File: src/include/cbc_pkg.sv
// cbc_pkg: constants, register map and build options of the counter
// assumes: included before any other cbc file in compile order
package cbc_pkg;

    // ************************************************
    // widths
    // ************************************************
    localparam int CNT_WIDTH = 32;
    localparam int CNT_WIDTH_MAX = 64;
    localparam int AXI_ADDR_W = 5;
    localparam int AXI_DATA_W = 32;
    localparam int AXI_STRB_W = AXI_DATA_W / 8;

    // ************************************************
    // register map, byte addresses
    // ************************************************
    localparam logic [AXI_ADDR_W-1:0] OFF_CTRL = 5'h00;
    localparam logic [AXI_ADDR_W-1:0] OFF_LOAD_DATA = 5'h04;
    localparam logic [AXI_ADDR_W-1:0] OFF_VALUE = 5'h08;
    localparam logic [AXI_ADDR_W-1:0] OFF_STATUS = 5'h0C;
    localparam logic [AXI_ADDR_W-1:0] OFF_CONFIG = 5'h10;

    // ************************************************
    // field positions
    // ************************************************
    localparam int CTRL_UP_BIT = 0;
    localparam int CTRL_LOAD_BIT = 1;
    localparam int CTRL_RESTART_BIT = 2;
    localparam int STAT_TERM_BIT = 0;
    localparam int STAT_DIR_BIT = 1;
    localparam int CFG_LIMITED_BIT = 0;
    localparam int CFG_SIGNED_BIT = 1;
    localparam int CFG_LOAD_BIT = 2;
    localparam int CFG_DIR_LSB = 3;

    // ************************************************
    // responses and reset values
    // ************************************************
    localparam logic [1:0] RESP_OKAY = 2'h0;
    localparam logic [1:0] RESP_SLVERR = 2'h2;
    localparam logic UP_DIR_RST = 1'b1;
    localparam logic [CNT_WIDTH-1:0] START_DEF = 32'h0000_0000;
    localparam logic [CNT_WIDTH-1:0] TERMINAL_DEF = 32'h0000_000F;
    localparam logic [CNT_WIDTH-1:0] STEP_DEF = 32'h0000_0001;

    // ************************************************
    // build options
    // ************************************************
    typedef enum logic [1:0] {
        CBC_FREE = 2'b01,
        CBC_LIMITED = 2'b10
    } cbc_kind_t;

    typedef enum logic [2:0] {
        CBC_UP = 3'b001,
        CBC_DOWN = 3'b010,
        CBC_UPDOWN = 3'b100
    } cbc_dir_t;

endpackage

File: src/include/cbc_core_if.sv
// cbc_core_if: control and value signals between register file and core
// assumes: cbc_pkg compiled first; one clock shared by both ends
`timescale 1ns/1ps
`default_nettype none
interface cbc_core_if;
    import cbc_pkg::*;
    logic up_dir;
    logic load;
    logic sync_rst;
    logic [CNT_WIDTH-1:0] load_data;
    logic [CNT_WIDTH-1:0] value;
    logic at_terminal;

    modport ctrl (
        output up_dir,
        output load,
        output sync_rst,
        output load_data,
        input value,
        input at_terminal
    );

    modport core (
        input up_dir,
        input load,
        input sync_rst,
        input load_data,
        output value,
        output at_terminal
    );
endinterface
`default_nettype wire

File: src/logic/cbc_counter_core.sv
// cbc_counter_core: the count register and its next-value selection
// assumes: controls are stable at each rising edge of aclk
`timescale 1ns/1ps
`default_nettype none
module cbc_counter_core
    import cbc_pkg::*;
#(
    parameter cbc_kind_t KIND = CBC_FREE,
    parameter cbc_dir_t DIR = CBC_UP,
    parameter bit HAS_LOAD = 1'b0,
    parameter logic [CNT_WIDTH-1:0] START = START_DEF,
    parameter logic [CNT_WIDTH-1:0] TERMINAL = TERMINAL_DEF,
    parameter logic [CNT_WIDTH-1:0] STEP = STEP_DEF
)
(
    input wire logic aclk,
    input wire logic aresetn,
    cbc_core_if.core cif
);

    // ************************************************
    // next value
    // ************************************************
    localparam bit LOAD_OK = HAS_LOAD && (KIND == CBC_FREE);
    localparam bit LIMITED = (KIND == CBC_LIMITED);

    logic [CNT_WIDTH-1:0] value_reg;
    logic [CNT_WIDTH-1:0] value_next;
    wire logic [CNT_WIDTH-1:0] sum_val = value_reg + STEP;
    wire logic [CNT_WIDTH-1:0] diff_val = value_reg - STEP;

    wire logic add_sel = (DIR == CBC_UP) ? 1'b1 :
                         (DIR == CBC_DOWN) ? 1'b0 : cif.up_dir;
    wire logic [CNT_WIDTH-1:0] stepped = add_sel ? sum_val : diff_val;
    // comparator beside a free running counter
    wire logic limit_hit = LIMITED && (value_reg == TERMINAL);
    wire logic rst_take = LOAD_OK && cif.sync_rst;
    wire logic load_take = LOAD_OK && cif.load;

    // restart beats load, load beats stepping
    assign value_next = rst_take ? START :
                        load_take ? cif.load_data :
                        limit_hit ? START :
                        stepped;

    always_ff @(posedge aclk)
    begin
        if (!aresetn)
            value_reg <= START;
        else
            value_reg <= value_next;
    end

    assign cif.value = value_reg;
    assign cif.at_terminal = limit_hit;

endmodule // cbc_counter_core
`default_nettype wire

File: src/logic/cbc_counter_top.sv
// cbc_counter_top: binary counter with an AXI4-Lite register file
// assumes: single clock aclk, synchronous active-low aresetn,
// an AXI4-Lite master with at most one write and one read in flight
//
// Operation
// The counter is built free running or count-limited, and up, down or run-time up/down.
// The count is an N-bit value read as signed or unsigned by a build option.
// With the load option, a free running counter shows the load data one cycle after load.
// A free running up counter starts at its start value, then adds the step modulo 2^N.
// A free running down counter subtracts the step modulo 2^N instead.
// In up/down mode the direction bit 1 adds the step and 0 subtracts it.
// A count-limited counter is a free running counter plus a comparator, at most 64 bits.
// Count-limited stepping works only when the step evenly divides terminal minus start.
// A count-limited up counter returns to start after showing the terminal value.
// A count-limited down counter subtracts; up/down follows the direction bit.
// In the loadable variant restart forces the start value over load, load over stepping.
// Terminal must differ from start; the unbounded setting means the largest value.
// Load data matches the count width and controls are stable at each clock edge.
//
// The AXI4-Lite interface to the registers and the register addresses are this design's own decisions.
`timescale 1ns/1ps
`default_nettype none
module cbc_counter_top
    import cbc_pkg::*;
#(
    parameter cbc_kind_t KIND = CBC_FREE,
    parameter cbc_dir_t DIR = CBC_UP,
    parameter bit IS_SIGNED = 1'b0,
    parameter bit HAS_LOAD = 1'b0,
    parameter bit TERM_INF = 1'b0,
    parameter logic [CNT_WIDTH-1:0] START = START_DEF,
    parameter logic [CNT_WIDTH-1:0] TERMINAL = TERMINAL_DEF,
    parameter logic [CNT_WIDTH-1:0] STEP = STEP_DEF
)
(
    input wire logic aclk,
    input wire logic aresetn,
    input wire logic [AXI_ADDR_W-1:0] s_axi_awaddr,
    input wire logic s_axi_awvalid,
    output logic s_axi_awready,
    input wire logic [AXI_DATA_W-1:0] s_axi_wdata,
    input wire logic [AXI_STRB_W-1:0] s_axi_wstrb,
    input wire logic s_axi_wvalid,
    output logic s_axi_wready,
    output logic [1:0] s_axi_bresp,
    output logic s_axi_bvalid,
    input wire logic s_axi_bready,
    input wire logic [AXI_ADDR_W-1:0] s_axi_araddr,
    input wire logic s_axi_arvalid,
    output logic s_axi_arready,
    output logic [AXI_DATA_W-1:0] s_axi_rdata,
    output logic [1:0] s_axi_rresp,
    output logic s_axi_rvalid,
    input wire logic s_axi_rready,
    output logic [CNT_WIDTH-1:0] count_value
);

    // ************************************************
    // build-time derived values
    // ************************************************
    localparam bit LIMITED = (KIND == CBC_LIMITED);
    localparam bit LOAD_OK = HAS_LOAD && (KIND == CBC_FREE);
    // largest value at the chosen signedness
    localparam logic [CNT_WIDTH-1:0] TOP_VAL =
        IS_SIGNED ? {1'b0, {(CNT_WIDTH-1){1'b1}}} : {CNT_WIDTH{1'b1}};
    localparam logic [CNT_WIDTH-1:0] TERM_EFF =
        TERM_INF ? TOP_VAL : TERMINAL;
    localparam logic [CNT_WIDTH-1:0] SPAN_UP = TERM_EFF - START;
    localparam logic [CNT_WIDTH-1:0] SPAN_DN = START - TERM_EFF;

    // ************************************************
    // core
    // ************************************************
    cbc_core_if cif ();

    cbc_counter_core #(
        .KIND(KIND),
        .DIR(DIR),
        .HAS_LOAD(HAS_LOAD),
        .START(START),
        .TERMINAL(TERM_EFF),
        .STEP(STEP)
    ) u_core (
        .aclk(aclk),
        .aresetn(aresetn),
        .cif(cif.core)
    );

    assign count_value = cif.value;

    // ************************************************
    // write channel
    // ************************************************
    logic aw_got_reg;
    logic w_got_reg;
    logic [AXI_ADDR_W-1:0] awaddr_reg;
    logic [AXI_DATA_W-1:0] wdata_reg;
    logic [AXI_STRB_W-1:0] wstrb_reg;
    logic bvalid_reg;
    logic [1:0] bresp_reg;

    assign s_axi_awready = !aw_got_reg && !bvalid_reg;
    assign s_axi_wready = !w_got_reg && !bvalid_reg;
    wire logic aw_fire = s_axi_awvalid && s_axi_awready;
    wire logic w_fire = s_axi_wvalid && s_axi_wready;
    wire logic wr_go = (aw_got_reg || aw_fire) && (w_got_reg || w_fire);
    wire logic [AXI_ADDR_W-1:0] wr_addr =
        aw_got_reg ? awaddr_reg : s_axi_awaddr;
    wire logic [AXI_DATA_W-1:0] wr_data =
        w_got_reg ? wdata_reg : s_axi_wdata;
    wire logic [AXI_STRB_W-1:0] wr_strb =
        w_got_reg ? wstrb_reg : s_axi_wstrb;
    wire logic [AXI_ADDR_W-1:0] wr_word = {wr_addr[AXI_ADDR_W-1:2], 2'b00};

    // read-only words accept writes silently
    wire logic wr_ctrl = wr_go && (wr_word == OFF_CTRL);
    wire logic wr_ldat = wr_go && (wr_word == OFF_LOAD_DATA);
    wire logic wr_mapped = (wr_word == OFF_CTRL) ||
                           (wr_word == OFF_LOAD_DATA) ||
                           (wr_word == OFF_VALUE) ||
                           (wr_word == OFF_STATUS) ||
                           (wr_word == OFF_CONFIG);

    always_ff @(posedge aclk)
    begin
        if (!aresetn)
            aw_got_reg <= 1'b0;
        else if (wr_go)
            aw_got_reg <= 1'b0;
        else if (aw_fire)
            aw_got_reg <= 1'b1;
    end

    always_ff @(posedge aclk)
    begin
        if (!aresetn)
            w_got_reg <= 1'b0;
        else if (wr_go)
            w_got_reg <= 1'b0;
        else if (w_fire)
            w_got_reg <= 1'b1;
    end

    always_ff @(posedge aclk)
    begin
        if (aw_fire)
            awaddr_reg <= s_axi_awaddr;
        if (w_fire)
            wdata_reg <= s_axi_wdata;
        if (w_fire)
            wstrb_reg <= s_axi_wstrb;
    end

    always_ff @(posedge aclk)
    begin
        if (!aresetn)
            bvalid_reg <= 1'b0;
        else if (wr_go)
            bvalid_reg <= 1'b1;
        else if (s_axi_bready)
            bvalid_reg <= 1'b0;
    end

    always_ff @(posedge aclk)
    begin
        if (!aresetn)
            bresp_reg <= RESP_OKAY;
        else if (wr_go)
            bresp_reg <= wr_mapped ? RESP_OKAY : RESP_SLVERR;
    end

    assign s_axi_bvalid = bvalid_reg;
    assign s_axi_bresp = bresp_reg;

    // ************************************************
    // control registers
    // ************************************************
    logic up_dir_reg;
    logic load_pulse_reg;
    logic rst_pulse_reg;
    logic [CNT_WIDTH-1:0] load_data_reg;

    wire logic ctrl_lane0 = wr_ctrl && wr_strb[0];

    always_ff @(posedge aclk)
    begin
        if (!aresetn)
            up_dir_reg <= UP_DIR_RST;
        else if (ctrl_lane0)
            up_dir_reg <= wr_data[CTRL_UP_BIT];
    end

    // load and restart are one-cycle strobes, they read back as zero
    always_ff @(posedge aclk)
    begin
        if (!aresetn)
            load_pulse_reg <= 1'b0;
        else
            load_pulse_reg <= ctrl_lane0 && wr_data[CTRL_LOAD_BIT];
    end

    always_ff @(posedge aclk)
    begin
        if (!aresetn)
            rst_pulse_reg <= 1'b0;
        else
            rst_pulse_reg <= ctrl_lane0 && wr_data[CTRL_RESTART_BIT];
    end

    genvar gi;
    generate
        for (gi = 0; gi < AXI_STRB_W; gi++)
        begin : g_ldat
            always_ff @(posedge aclk)
            begin
                if (!aresetn)
                    load_data_reg[gi*8 +: 8] <= 8'h00;
                else if (wr_ldat && wr_strb[gi])
                    load_data_reg[gi*8 +: 8] <= wr_data[gi*8 +: 8];
            end
        end
    endgenerate

    assign cif.up_dir = up_dir_reg;
    assign cif.load = load_pulse_reg;
    assign cif.sync_rst = rst_pulse_reg;
    assign cif.load_data = load_data_reg;

    // ************************************************
    // read channel
    // ************************************************
    logic rvalid_reg;
    logic [1:0] rresp_reg;
    logic [AXI_DATA_W-1:0] rdata_reg;

    assign s_axi_arready = !rvalid_reg;
    wire logic ar_fire = s_axi_arvalid && s_axi_arready;
    wire logic [AXI_ADDR_W-1:0] rd_word =
        {s_axi_araddr[AXI_ADDR_W-1:2], 2'b00};

    wire logic [AXI_DATA_W-1:0] ctrl_word =
        AXI_DATA_W'(up_dir_reg) << CTRL_UP_BIT;
    wire logic [AXI_DATA_W-1:0] stat_word =
        (AXI_DATA_W'(cif.at_terminal) << STAT_TERM_BIT) |
        (AXI_DATA_W'(up_dir_reg) << STAT_DIR_BIT);
    // lets software learn how to read the count
    wire logic [AXI_DATA_W-1:0] cfg_word =
        (AXI_DATA_W'(LIMITED) << CFG_LIMITED_BIT) |
        (AXI_DATA_W'(IS_SIGNED) << CFG_SIGNED_BIT) |
        (AXI_DATA_W'(LOAD_OK) << CFG_LOAD_BIT) |
        (AXI_DATA_W'(DIR) << CFG_DIR_LSB);

    wire logic rd_mapped = (rd_word == OFF_CTRL) ||
                           (rd_word == OFF_LOAD_DATA) ||
                           (rd_word == OFF_VALUE) ||
                           (rd_word == OFF_STATUS) ||
                           (rd_word == OFF_CONFIG);
    wire logic [AXI_DATA_W-1:0] rd_mux =
        (rd_word == OFF_CTRL) ? ctrl_word :
        (rd_word == OFF_LOAD_DATA) ? load_data_reg :
        (rd_word == OFF_VALUE) ? cif.value :
        (rd_word == OFF_STATUS) ? stat_word :
        (rd_word == OFF_CONFIG) ? cfg_word : 32'h0000_0000;

    always_ff @(posedge aclk)
    begin
        if (!aresetn)
            rvalid_reg <= 1'b0;
        else if (ar_fire)
            rvalid_reg <= 1'b1;
        else if (s_axi_rready)
            rvalid_reg <= 1'b0;
    end

    always_ff @(posedge aclk)
    begin
        if (!aresetn)
        begin
            rdata_reg <= 32'h0000_0000;
            rresp_reg <= RESP_OKAY;
        end
        else if (ar_fire)
        begin
            rdata_reg <= rd_mux;
            rresp_reg <= rd_mapped ? RESP_OKAY : RESP_SLVERR;
        end
    end

    assign s_axi_rvalid = rvalid_reg;
    assign s_axi_rdata = rdata_reg;
    assign s_axi_rresp = rresp_reg;

    // a strobe that really overrides stepping this cycle
    wire logic ovr = LOAD_OK && (cif.sync_rst || cif.load);
    wire logic plain = !ovr && !cif.at_terminal;
endmodule // cbc_counter_top
`default_nettype wire

File: config.mk
export PLATFORM = sky130hd
export DESIGN_NAME = cbc_counter_top
export DESIGN_NICKNAME = d
export VERILOG_FILES = /design/src/include/cbc_pkg.sv /design/src/include/cbc_core_if.sv /design/src/logic/cbc_counter_core.sv /design/src/logic/cbc_counter_top.sv
export SDC_FILE = /design/constraint.sdc
export NUM_CORES = 1
export LEC_CHECK = 0
export BUFFER_PORTS_ARGS = -buffer_cell sky130_fd_sc_hd__buf_2
export CAP_MARGIN = 10
export CORE_UTILIZATION = 50
export CTS_BUF_LIST = sky130_fd_sc_hd__clkbuf_16
export CTS_CLUSTER_SIZE = 12
export DETAILED_ROUTE_END_ITERATION = 8
export HOLD_SLACK_MARGIN = 0.03
export PLACE_DENSITY = 0.82
export SLEW_MARGIN = 0
export SYNTH_ARGS = -nofsm -noshare
export SYNTH_HDL_FRONTEND = slang
export SYNTH_HIERARCHICAL = 1
export SYNTH_SLANG_ARGS = --single-unit
File: constraint.sdc
create_clock -name aclk -period 2.3 [get_ports aclk]
set_input_delay 0.23 -clock aclk [delete_from_list [all_inputs] [get_ports aclk]]
set_output_delay 0.23 -clock aclk [all_outputs]
set_load 0.005 [all_outputs]
* After elaboration in Yosys (flattened, before gate mapping) *
Index checks and enable logic that the tools add are counted.

storage, ports and cells
  flip-flop bits (word level) = 146
  input bits = 53
  output and inout port bits = 73
  word-level logic and storage cells = 72

operators by class
  add/subtract/negate cells = 1
  equality and inequality tests = 8
  muxes and demuxes = 14
  bitwise logic cells = 1
  reduce and logical (&&, ||, !) cells = 32

operators with widths
  cell                     number
  $mux W32                 4
  $add A32 B1 Y32 const B  1
  $logic_and A1 B1 Y1      13
  $eq A3 B2 Y1 const B     4
  $mux W4                  3
  $logic_not A5 Y1         2
  $logic_or A1 B1 Y1       10
  $eq A3 B1 Y1 const B     2
  $eq A3 B3 Y1 const B     2
  $mux W5                  1
  $logic_not A1 Y1         4
  $mux W1                  4
  $mux W2                  2
  $reduce_bool A2 Y1       2
  $reduce_or A2 Y1         1
  $not A1 Y1               1

* Logic depth before layout (Yosys ltp) *
Gate-level depths: netlist (run 1).

  word-level depth = 7
  mapped depth = 6
  gate-level depth less buffers = 5

* Modules after synthesis *
Netlist (run 1), hierarchy kept.

by module, submodules not included
  module            instances  cells an instance  area an instance (um^2)  seq. area each (um^2)
  cbc_counter_top   1          423                4,743.3                  2,632.5
  cbc_counter_core  1          170                1,477.7                  640.6

* Worst setup path after synthesis (run 1) *
Ideal clock, no wire load.

  path type = reg-to-reg
  from = register w_got_reg
  to = register wdata_reg[0] (enable)
  setup time = 0.398 ns
  arrival time = 1.906 ns
  data required time = 1.902 ns
  slack = -0.003 ns
  stages on the path, launching flop included = 5
  buffers on the path = 2
  period minus slack after synthesis = 2.303 ns
  cells stage by stage = dfxtp_1 buf_1 clkbuf_1 nor2_1 and2_1

between the ends
  longest elaborated chain between the ends = 3

ends and longest elaborated chain
  item                    RTL line                text
  from (decl)             cbc_counter_top.sv:95   logic w_got_reg;
  from (signal assigned)  cbc_counter_top.sv:137  w_got_reg <= 1'b0;
  from (signal assigned)  cbc_counter_top.sv:139  w_got_reg <= 1'b0;
  from (signal assigned)  cbc_counter_top.sv:141  w_got_reg <= 1'b1;
  $logic_not A1 Y1        cbc_counter_top.sv:103  assign s_axi_wready = !w_got_reg && !bvalid_reg;
  $logic_and A1 B1 Y1     cbc_counter_top.sv:103
  via s_axi_wready        cbc_counter_top.sv:44   output logic s_axi_wready,
  $logic_and A1 B1 Y1     cbc_counter_top.sv:105  wire logic w_fire = s_axi_wvalid && s_axi_wready;
  via w_fire              cbc_counter_top.sv:105
  to (signal assigned)    cbc_counter_top.sv:149  wdata_reg <= s_axi_wdata;
  to (decl)               cbc_counter_top.sv:97   logic [AXI_DATA_W-1:0] wdata_reg;

The timed path passes the listed nets, and every way through them passes these cells.
A chain may end at the register's enable or synchronous reset.

* Worst setup path after layout (run 1) *
  from = register u_core.value_reg[1], in the netlist u_core/cif.value[1]
  to = register u_core.value_reg[28], in the netlist u_core/cif.value[28]

between the ends
  longest elaborated chain between the ends = 1

ends and longest elaborated chain
  item                    RTL line                text
  from (decl)             cbc_counter_core.sv:27  logic [CNT_WIDTH-1:0] value_reg;
  from (signal assigned)  cbc_counter_core.sv:51  value_reg <= value_next;
  $add A32 B1 Y32         cbc_counter_core.sv:29  wire logic [CNT_WIDTH-1:0] sum_val = value_reg + STEP;

Every way passes these cells.

==> impl_results.md, run 1 <==
- Synth warn: 6
- Worst setup SP type: flop
- Rel. slew slack: between 50% and 60%
- DPL Wire Length: 10700 µm
- # clock sinks: 142
- Outcome: finished, final reports clean
- Leak: just over 0.003 µW
- Vias: around 5.3k
- CP Capture Type: flop
- Fin Setup TNS: 0 ns
- First-pass GRT wire length: around 25000 µm
- I/O pin count: between 100 and 150
- Num CTS Buffers: 17
- Drt drc: 0
- Core ar.: roughly 12000 µm²
- Worst skew pair latency: ~0.43 ns
- DIE WIDTH: 113 µm
- Tot Pwr: 6060 µW
- Critical hold path startpoint: s_axi_arvalid
- Clock slew at reported path FFs: 0.06 ns
- R2R depth: 5
- Worst clock skew: between 0.005 and 0.006 ns
- CTS tree: built
- Fraction of layout cells with a size suffix above 1: 29.2%
- Vias per cell: about 5.8
- Worst-Margin Slew: 0.679 ns
- Pre-antenna DRT Iters: 5
- Crit Path Class: flop to flop
- Fmax: between 400 and 500 MHz
- Unrepaired setup endpoints after global routing: no
- Root Driver: clkbuf_16
- Reg2reg setup slack: approximately 0.16 ns
- H-tree Lvls: 4
- Worst-path fanout max: 9
- Postcts setup bufs: 0
- Period minus WS final: 2.14 ns
- Layout fillers: 880
- Tcrit/Tclk final: 93.2%
- Max Slew Vio Count: 0
- Die area: around 13000 µm²
- CP Data Required Time: approximately 2.7 ns
- GRT Residual Overflow: 0
- Total wire length: 16100 µm
- Row cnt: 40
- P&R area growth vs syn: 29.0%
- Syn Area/Cell: ~10 µm²
- Pwr dens: 761 nW/µm²
- WHS Path Cells: 3
- Post-synthesis cell count: 589
- Critical path arrival: around 2.5 ns
- Hold Fails Final Rpt: 0
- DRT iter0 DRCs: roughly 360
- Starting Density: between 50% and 60%
- Final net count: between 800 and 900
- Routed len/inst: 17.7 µm
- Initial antenna violation count: 1
- Clock tree buffer depth: 2
- Setup-failing EPs final: 0
- Worst IR drop on VDD: about 0.00051 V
- Routability cong.: about 0.9
- Tot GR Track Use: between 20% and 30%
- WHS Endpoint: s_axi_rdata[3]$_SDFFE_PN0P_
- Start of the worst register-to-register path: u_core/cif.value[1]$_SDFF_PN0_
- Die Y: approximately 110 µm
- Post-Syn Area: slightly above 6000 µm²
- FF-to-FF End: u_core/cif.value[28]$_SDFF_PN0_
- Pin count of the biggest net entering global routing: 42
- IO Port Bufs: 119
- Max-cap violation count: 0
- Number of global-route vias before repair: around 5k
- Routed Antenna Nets: 0
- Hold Crit Class: primary input to flop
==> power breakdown <==
part	internal (µW)	switching, µW
combinational	233	275
sequential	2670	48.1
clock	1720	1120
total	4620	1450
==> worst max path at each step <==
| stage | start | cells after the start | to | slack [ns] |
|---|---|---|---|---|
| 4_1_cts | u_core/cif.value[15]$_SDFF_PN0_ | 4 | u_core/cif.value[28]$_SDFF_PN0_ | 0.08 |
| 2_1_floorplan | u_core/cif.value[0]$_SDFF_PN0_ | 6 | u_core/cif.value[22]$_SDFF_PN0_ | 0.28 |
| 3_5_place_dp | u_core/cif.value[14]$_SDFF_PN0_ | 4 | u_core/cif.value[29]$_SDFF_PN0_ | 0.13 |
| 3_3_place_gp | u_core/cif.value[1]$_SDFF_PN0_ | 5 | u_core/cif.value[22]$_SDFF_PN0_ | 0.18 |
| 6_report | u_core/cif.value[1]$_SDFF_PN0_ | 5 | u_core/cif.value[28]$_SDFF_PN0_ | 0.16 |
| 5_1_grt | u_core/cif.value[1]$_SDFF_PN0_ | 5 | u_core/cif.value[28]$_SDFF_PN0_ | 0.02 |
==> cells in the final DEF (no fill, tap or decap), types with 3 or more instances in the layout <==
| master | instances |
|---|---|
| nor2_1 | 54 |
| nand2b_1 | 7 |
| dlygate4sd3_1 | 39 |
| and4_1 | 3 |
| dfxtp_1 | 102 |
| mux2_2 | 32 |
| xnor2_1 | 5 |
| a22o_1 | 29 |
| nor2_8 | 4 |
| nand2_1 | 80 |
| or3_1 | 7 |
| inv_1 | 6 |
| a22oi_1 | 31 |
| inv_6 | 3 |
| xor2_1 | 4 |
| nand4_1 | 7 |
| mux2i_1 | 40 |
| nor3_1 | 3 |
| o21ai_0 | 8 |
| a21oi_1 | 23 |
| bufinv_16 | 3 |
| edfxtp_1 | 39 |
| buf_4 | 21 |
| clkinvlp_4 | 6 |
| or4_1 | 12 |
| clkinv_4 | 3 |
| buf_2 | 119 |
| clkbuf_16 | 17 |
| o31ai_1 | 11 |
| conb_1 | 3 |
| nand3_1 | 8 |
==> cell type report <==
class | instances | area (µm²) | share of cell area [%]
antenna | 1 | 2.50 | 0.0314
clock buffer | 17 | 425 | 5.34
clock inverter | 15 | 188 | 2.36
inverter | 8 | 30.0 | 0.377
multi-input combinational | 400 | 2760 | 34.6
sequential | 142 | 3230 | 40.6
tap | 147 | 184 | 2.31
timing repair buffer | 179 | 1140 | 14.4
==> through the flow <==
step | cell area (µm²) | cells | setup WS [ns] | hold slack (ns) | utilization [%]
2_1_floorplan | 6180 | 590 | 0.279 | 0.329 | -
3_3_place_gp | 6950 | 837 | 0.183 | 0.423 | 57.9
3_5_place_dp | 6950 | 837 | 0.131 | 0.422 | 57.9
4_1_cts | 7950 | 908 | 0.0792 | 0.0778 | 66.2
5_1_grt | 7960 | 909 | 0.0245 | 0.0804 | 66.3
6_report | 7960 | 909 | 0.157 | 0.0827 | 66.3
==> layer usage <==
| layer | global-route usage [%] | vias up | part of all wire (%) |
|---|---|---|---|
| met5 | 0 | - | 0 |
| met4 | 10.5 | 0 | 2.8 |
| met3 | 6.16 | 38 | 5.5 |
| met2 | 42.0 | 217 | 48 |
| met1 | 32.5 | 2542 | 43 |
| li1 | - | 2457 | - |
==> what timing repair did <==
item,CTS,global route
hold buffers,39,0
gates resized for setup,0,2
hold endpoints to repair,39,0
setup endpoints to repair,0,6
==> worst max-delay path, stage by stage, from the launching register on <==
cell and delay [ns]:
dfxtp_1 0.40, ha_1 0.23, and4_1 0.27, or3b_1 0.52, or4_1 0.51, a21oi_1 0.15
Power figures use the tool's default switching activity.
==> run 2, diff against run 1 <==
Settings changed: CORE_UTILIZATION 50 to 45, PLACE_DENSITY 0.82 to 0.75.
==> impl_results.md, run 2 (synthesis gave the netlist of run 1 again) <==
- Outcome: finished, final reports clean
- Routed Antenna Nets: 0 (unchanged)
- IO Port Bufs: 119 (unchanged)
- CP Capture Type: flop
- CTS tree: built
- Vias: 5169 (-1.6%)
- CP Data Required Time: 2.63 ns (-0.03 ns)
- Pin count of the biggest net entering global routing: 38 (-9.5%)
- Net switching power: 1330 µW (-7.9%)
- Postcts setup bufs: 0 (unchanged)
- Initial antenna violation count: 0 (-1)
- Crit Path Class: flop to flop
- Drt drc: 0 (unchanged)
- Most common cell after layout, fill and taps aside: buf_2
- Critical Path Max Stage Delay: 0.55 ns (+0.03 ns)
- H-tree Lvls: 4 (unchanged)
- Final net count: 801 (-0.12%)
- Fraction of layout cells with a size suffix above 1: 28.7% (-0.49 points)
- Critical path cell sequence: ha_1 > and4_1 > or4b_4 > or4_1 > a21oi_1
- Period minus WS final: 2.13 ns (-0.00927 ns)
- I/O pin count: 126 (unchanged)
- Sequential share of power: 47.2% (+2.4 points)
- Pwr dens: 726 nW/µm² (-4.7%)
- Tcrit/Tclk final: 92.8% (-0.40 points)
- Tot GR Track Use: 22.4% (-3.2 points)
- R2R depth: 5 (unchanged)
- Clock tree buffer depth: 2 (unchanged)
- Starting Density: 46.4% (-5.0 points)
- Crit path depth: 5 (unchanged)
- Die area: 14200 µm² (+11%)
- First-pass GRT wire length: 24700 µm (-2.0%)
- Leak: 0.00311 µW (-0.36%)
- Num CTS Buffers: 17 (unchanged)
- Most frequent cells in the layout: buf_2 (119), dfxtp_1 (102), nand2_1 (80)
- Ant diodes: 0 (-1)
- GRT Residual Overflow: 0 (unchanged)
- Fmax: 469 MHz (+0.43%)
- Vias per cell: 5.52 (-4.5%)
- # clock sinks: 142 (unchanged)
- Unrepaired setup endpoints after global routing: no
- DRT iter0 DRCs: 376 (+3.3%)
- CP Buf/Inv Count: 0 (unchanged)
- Row cnt: 42 (+5.0%)
- Number of global-route vias before repair: 4904 (-1.6%)
- Switching part of the total: 23.2% (-0.69 points)
- WHS Path Cells: 3 (unchanged)
- Worst IR drop on VDD: 0.000577 V (+14%)
- Pre-antenna DRT Iters: 7 (+2)
- Critical path arrival: 2.46 ns (-0.04 ns)
- Routed len/inst: 16.4 µm (-7.4%)
- Placed Area: 6980 µm² (+0.41%)
- Rel. slew slack: 48.9% (-5.8 points)
- Worst skew pair latency: 0.42 ns (about the same)
- Clock share of power: 44.2% (-2.6 points)
- Hold Crit Class: primary input to flop
- Root Driver: clkbuf_16
- Worst-path fanout max: 11 (+2)
- Fin Setup TNS: 0 ns (unchanged)
- DIE WIDTH: 119 µm (+5.3%)
- Die Y: 119 µm (+5.3%)
- DPL Wire Length: 10700 µm (-0.62%)
- Worst clock skew: 0.00500 ns (-0.000780 ns)
- Total wire length: 15400 µm (-4.6%)
- Internal: 4420 µW (-4.2%)
- Worst setup SP type: flop
- Core ar.: 13300 µm² (+11%)
- Fin area: 7930 µm² (-0.42%)
- Clock slew at reported path FFs: 0.06 ns (about the same)
- CP max stage cell: or4b_4
- Setup-failing EPs final: 0 (unchanged)
- Routability cong.: 0.840 (-5.5%)
- Hold Fails Final Rpt: 0 (unchanged)
- Combinational share of power: 8.6% (+0.2 points)
- Worst-Margin Slew: 0.761 ns (+0.0827 ns)
- Max Slew Vio Count: 0 (unchanged)
- WHS: 0.0721 ns (-0.0106 ns)
- Max-cap violation count: 0 (unchanged)
- P&R area growth vs syn: 28.4%
- CP delay by family, top: simple AND/OR/NAND/NOR gates
run 2: cell count changes in the layout (fill, tap and decap cells not counted), sizes merged:
cell      delta
inv          -1
diode        -1
clkinvlp     -3
clkbuf       +1
clkinv       +5
buf          -1
bufinv       -2
run 2: path summary, 6_finish.rpt:
| check | startpoint | to | slack [ns] |
|---|---|---|---|
| hold / removal | s_axi_rready | s_axi_rvalid$_SDFFE_PN0P_ | 0.07 |
| setup / recovery | u_core/cif.value[1]$_SDFF_PN0_ | u_core/cif.value[20]$_SDFF_PN0_ | 0.17 |
| hold reg to reg | s_axi_rdata[3]$_SDFFE_PN0P_ | s_axi_rdata[3]$_SDFFE_PN0P_ | 0.45 |
| setup reg to reg | u_core/cif.value[1]$_SDFF_PN0_ | u_core/cif.value[20]$_SDFF_PN0_ | 0.17 |
run 2: power groups by stage:
stage | combinational (µW) | clock, µW | sequential, µW
3_3_place_gp | 432 | 0 | 2760
5_1_grt | 541 | 2700 | 2720
4_1_cts | 495 | 2580 | 2710
2_1_floorplan | 302 | 0 | 2750
3_5_place_dp | 441 | 0 | 2770
6_report | 497 | 2540 | 2720
run 2: final cells by class:
| type | count | area [µm²] |
|---|---|---|
| Clock buffer | 18 | 450 |
| Clock inverter | 14 | 100 |
| Fill cell | 1095 | 5370 |
| Inverter | 8 | 30.0 |
| Multi-Input combinational cell | 400 | 2760 |
| Sequential cell | 142 | 3230 |
| Tap cell | 176 | 220 |
| Timing Repair Buffer | 178 | 1140 |
run 2: what timing repair did:
action,in CTS,in global routing
hold buffers,39,0
endpoints found under the hold margin,39,0
endpoints found under the setup margin,0,7
gates resized for setup,0,3
run 2: metrics by stage:
step | total power (µW) | std cells | worst slack [ns] | util (%)
final | 5750 | 936 | 0.167 | 59.6
after global placement | 3190 | 865 | 0.156 | 52.5
after detailed placement | 3210 | 865 | 0.0701 | 52.5
after global routing | 5970 | 936 | 0.0523 | 59.6
after floorplan | 3050 | 590 | 0.279 | -
after CTS | 5790 | 936 | 0.0626 | 59.6
run 2: worst reg2reg max path, cell delays in order (launching register included):
cell and delay, ns:
dfxtp_1 0.39, ha_1 0.23, and4_1 0.27, or4b_4 0.55, or4_1 0.44, a21oi_1 0.17
run 2: layer usage:
| metal | up-vias | part of all wire (%) | wire [µm] | GRT usage [%] |
|---|---|---|---|---|
| met5 | - | 0 | 0 | 0 |
| met4 | 0 | 3.1 | 473 | 10.8 |
| met3 | 36 | 6.8 | 1040 | 5.41 |
| met2 | 208 | 47 | 7170 | 34.8 |
| met1 | 2476 | 44 | 6690 | 29.2 |
| li1 | 2449 | - | - | - |
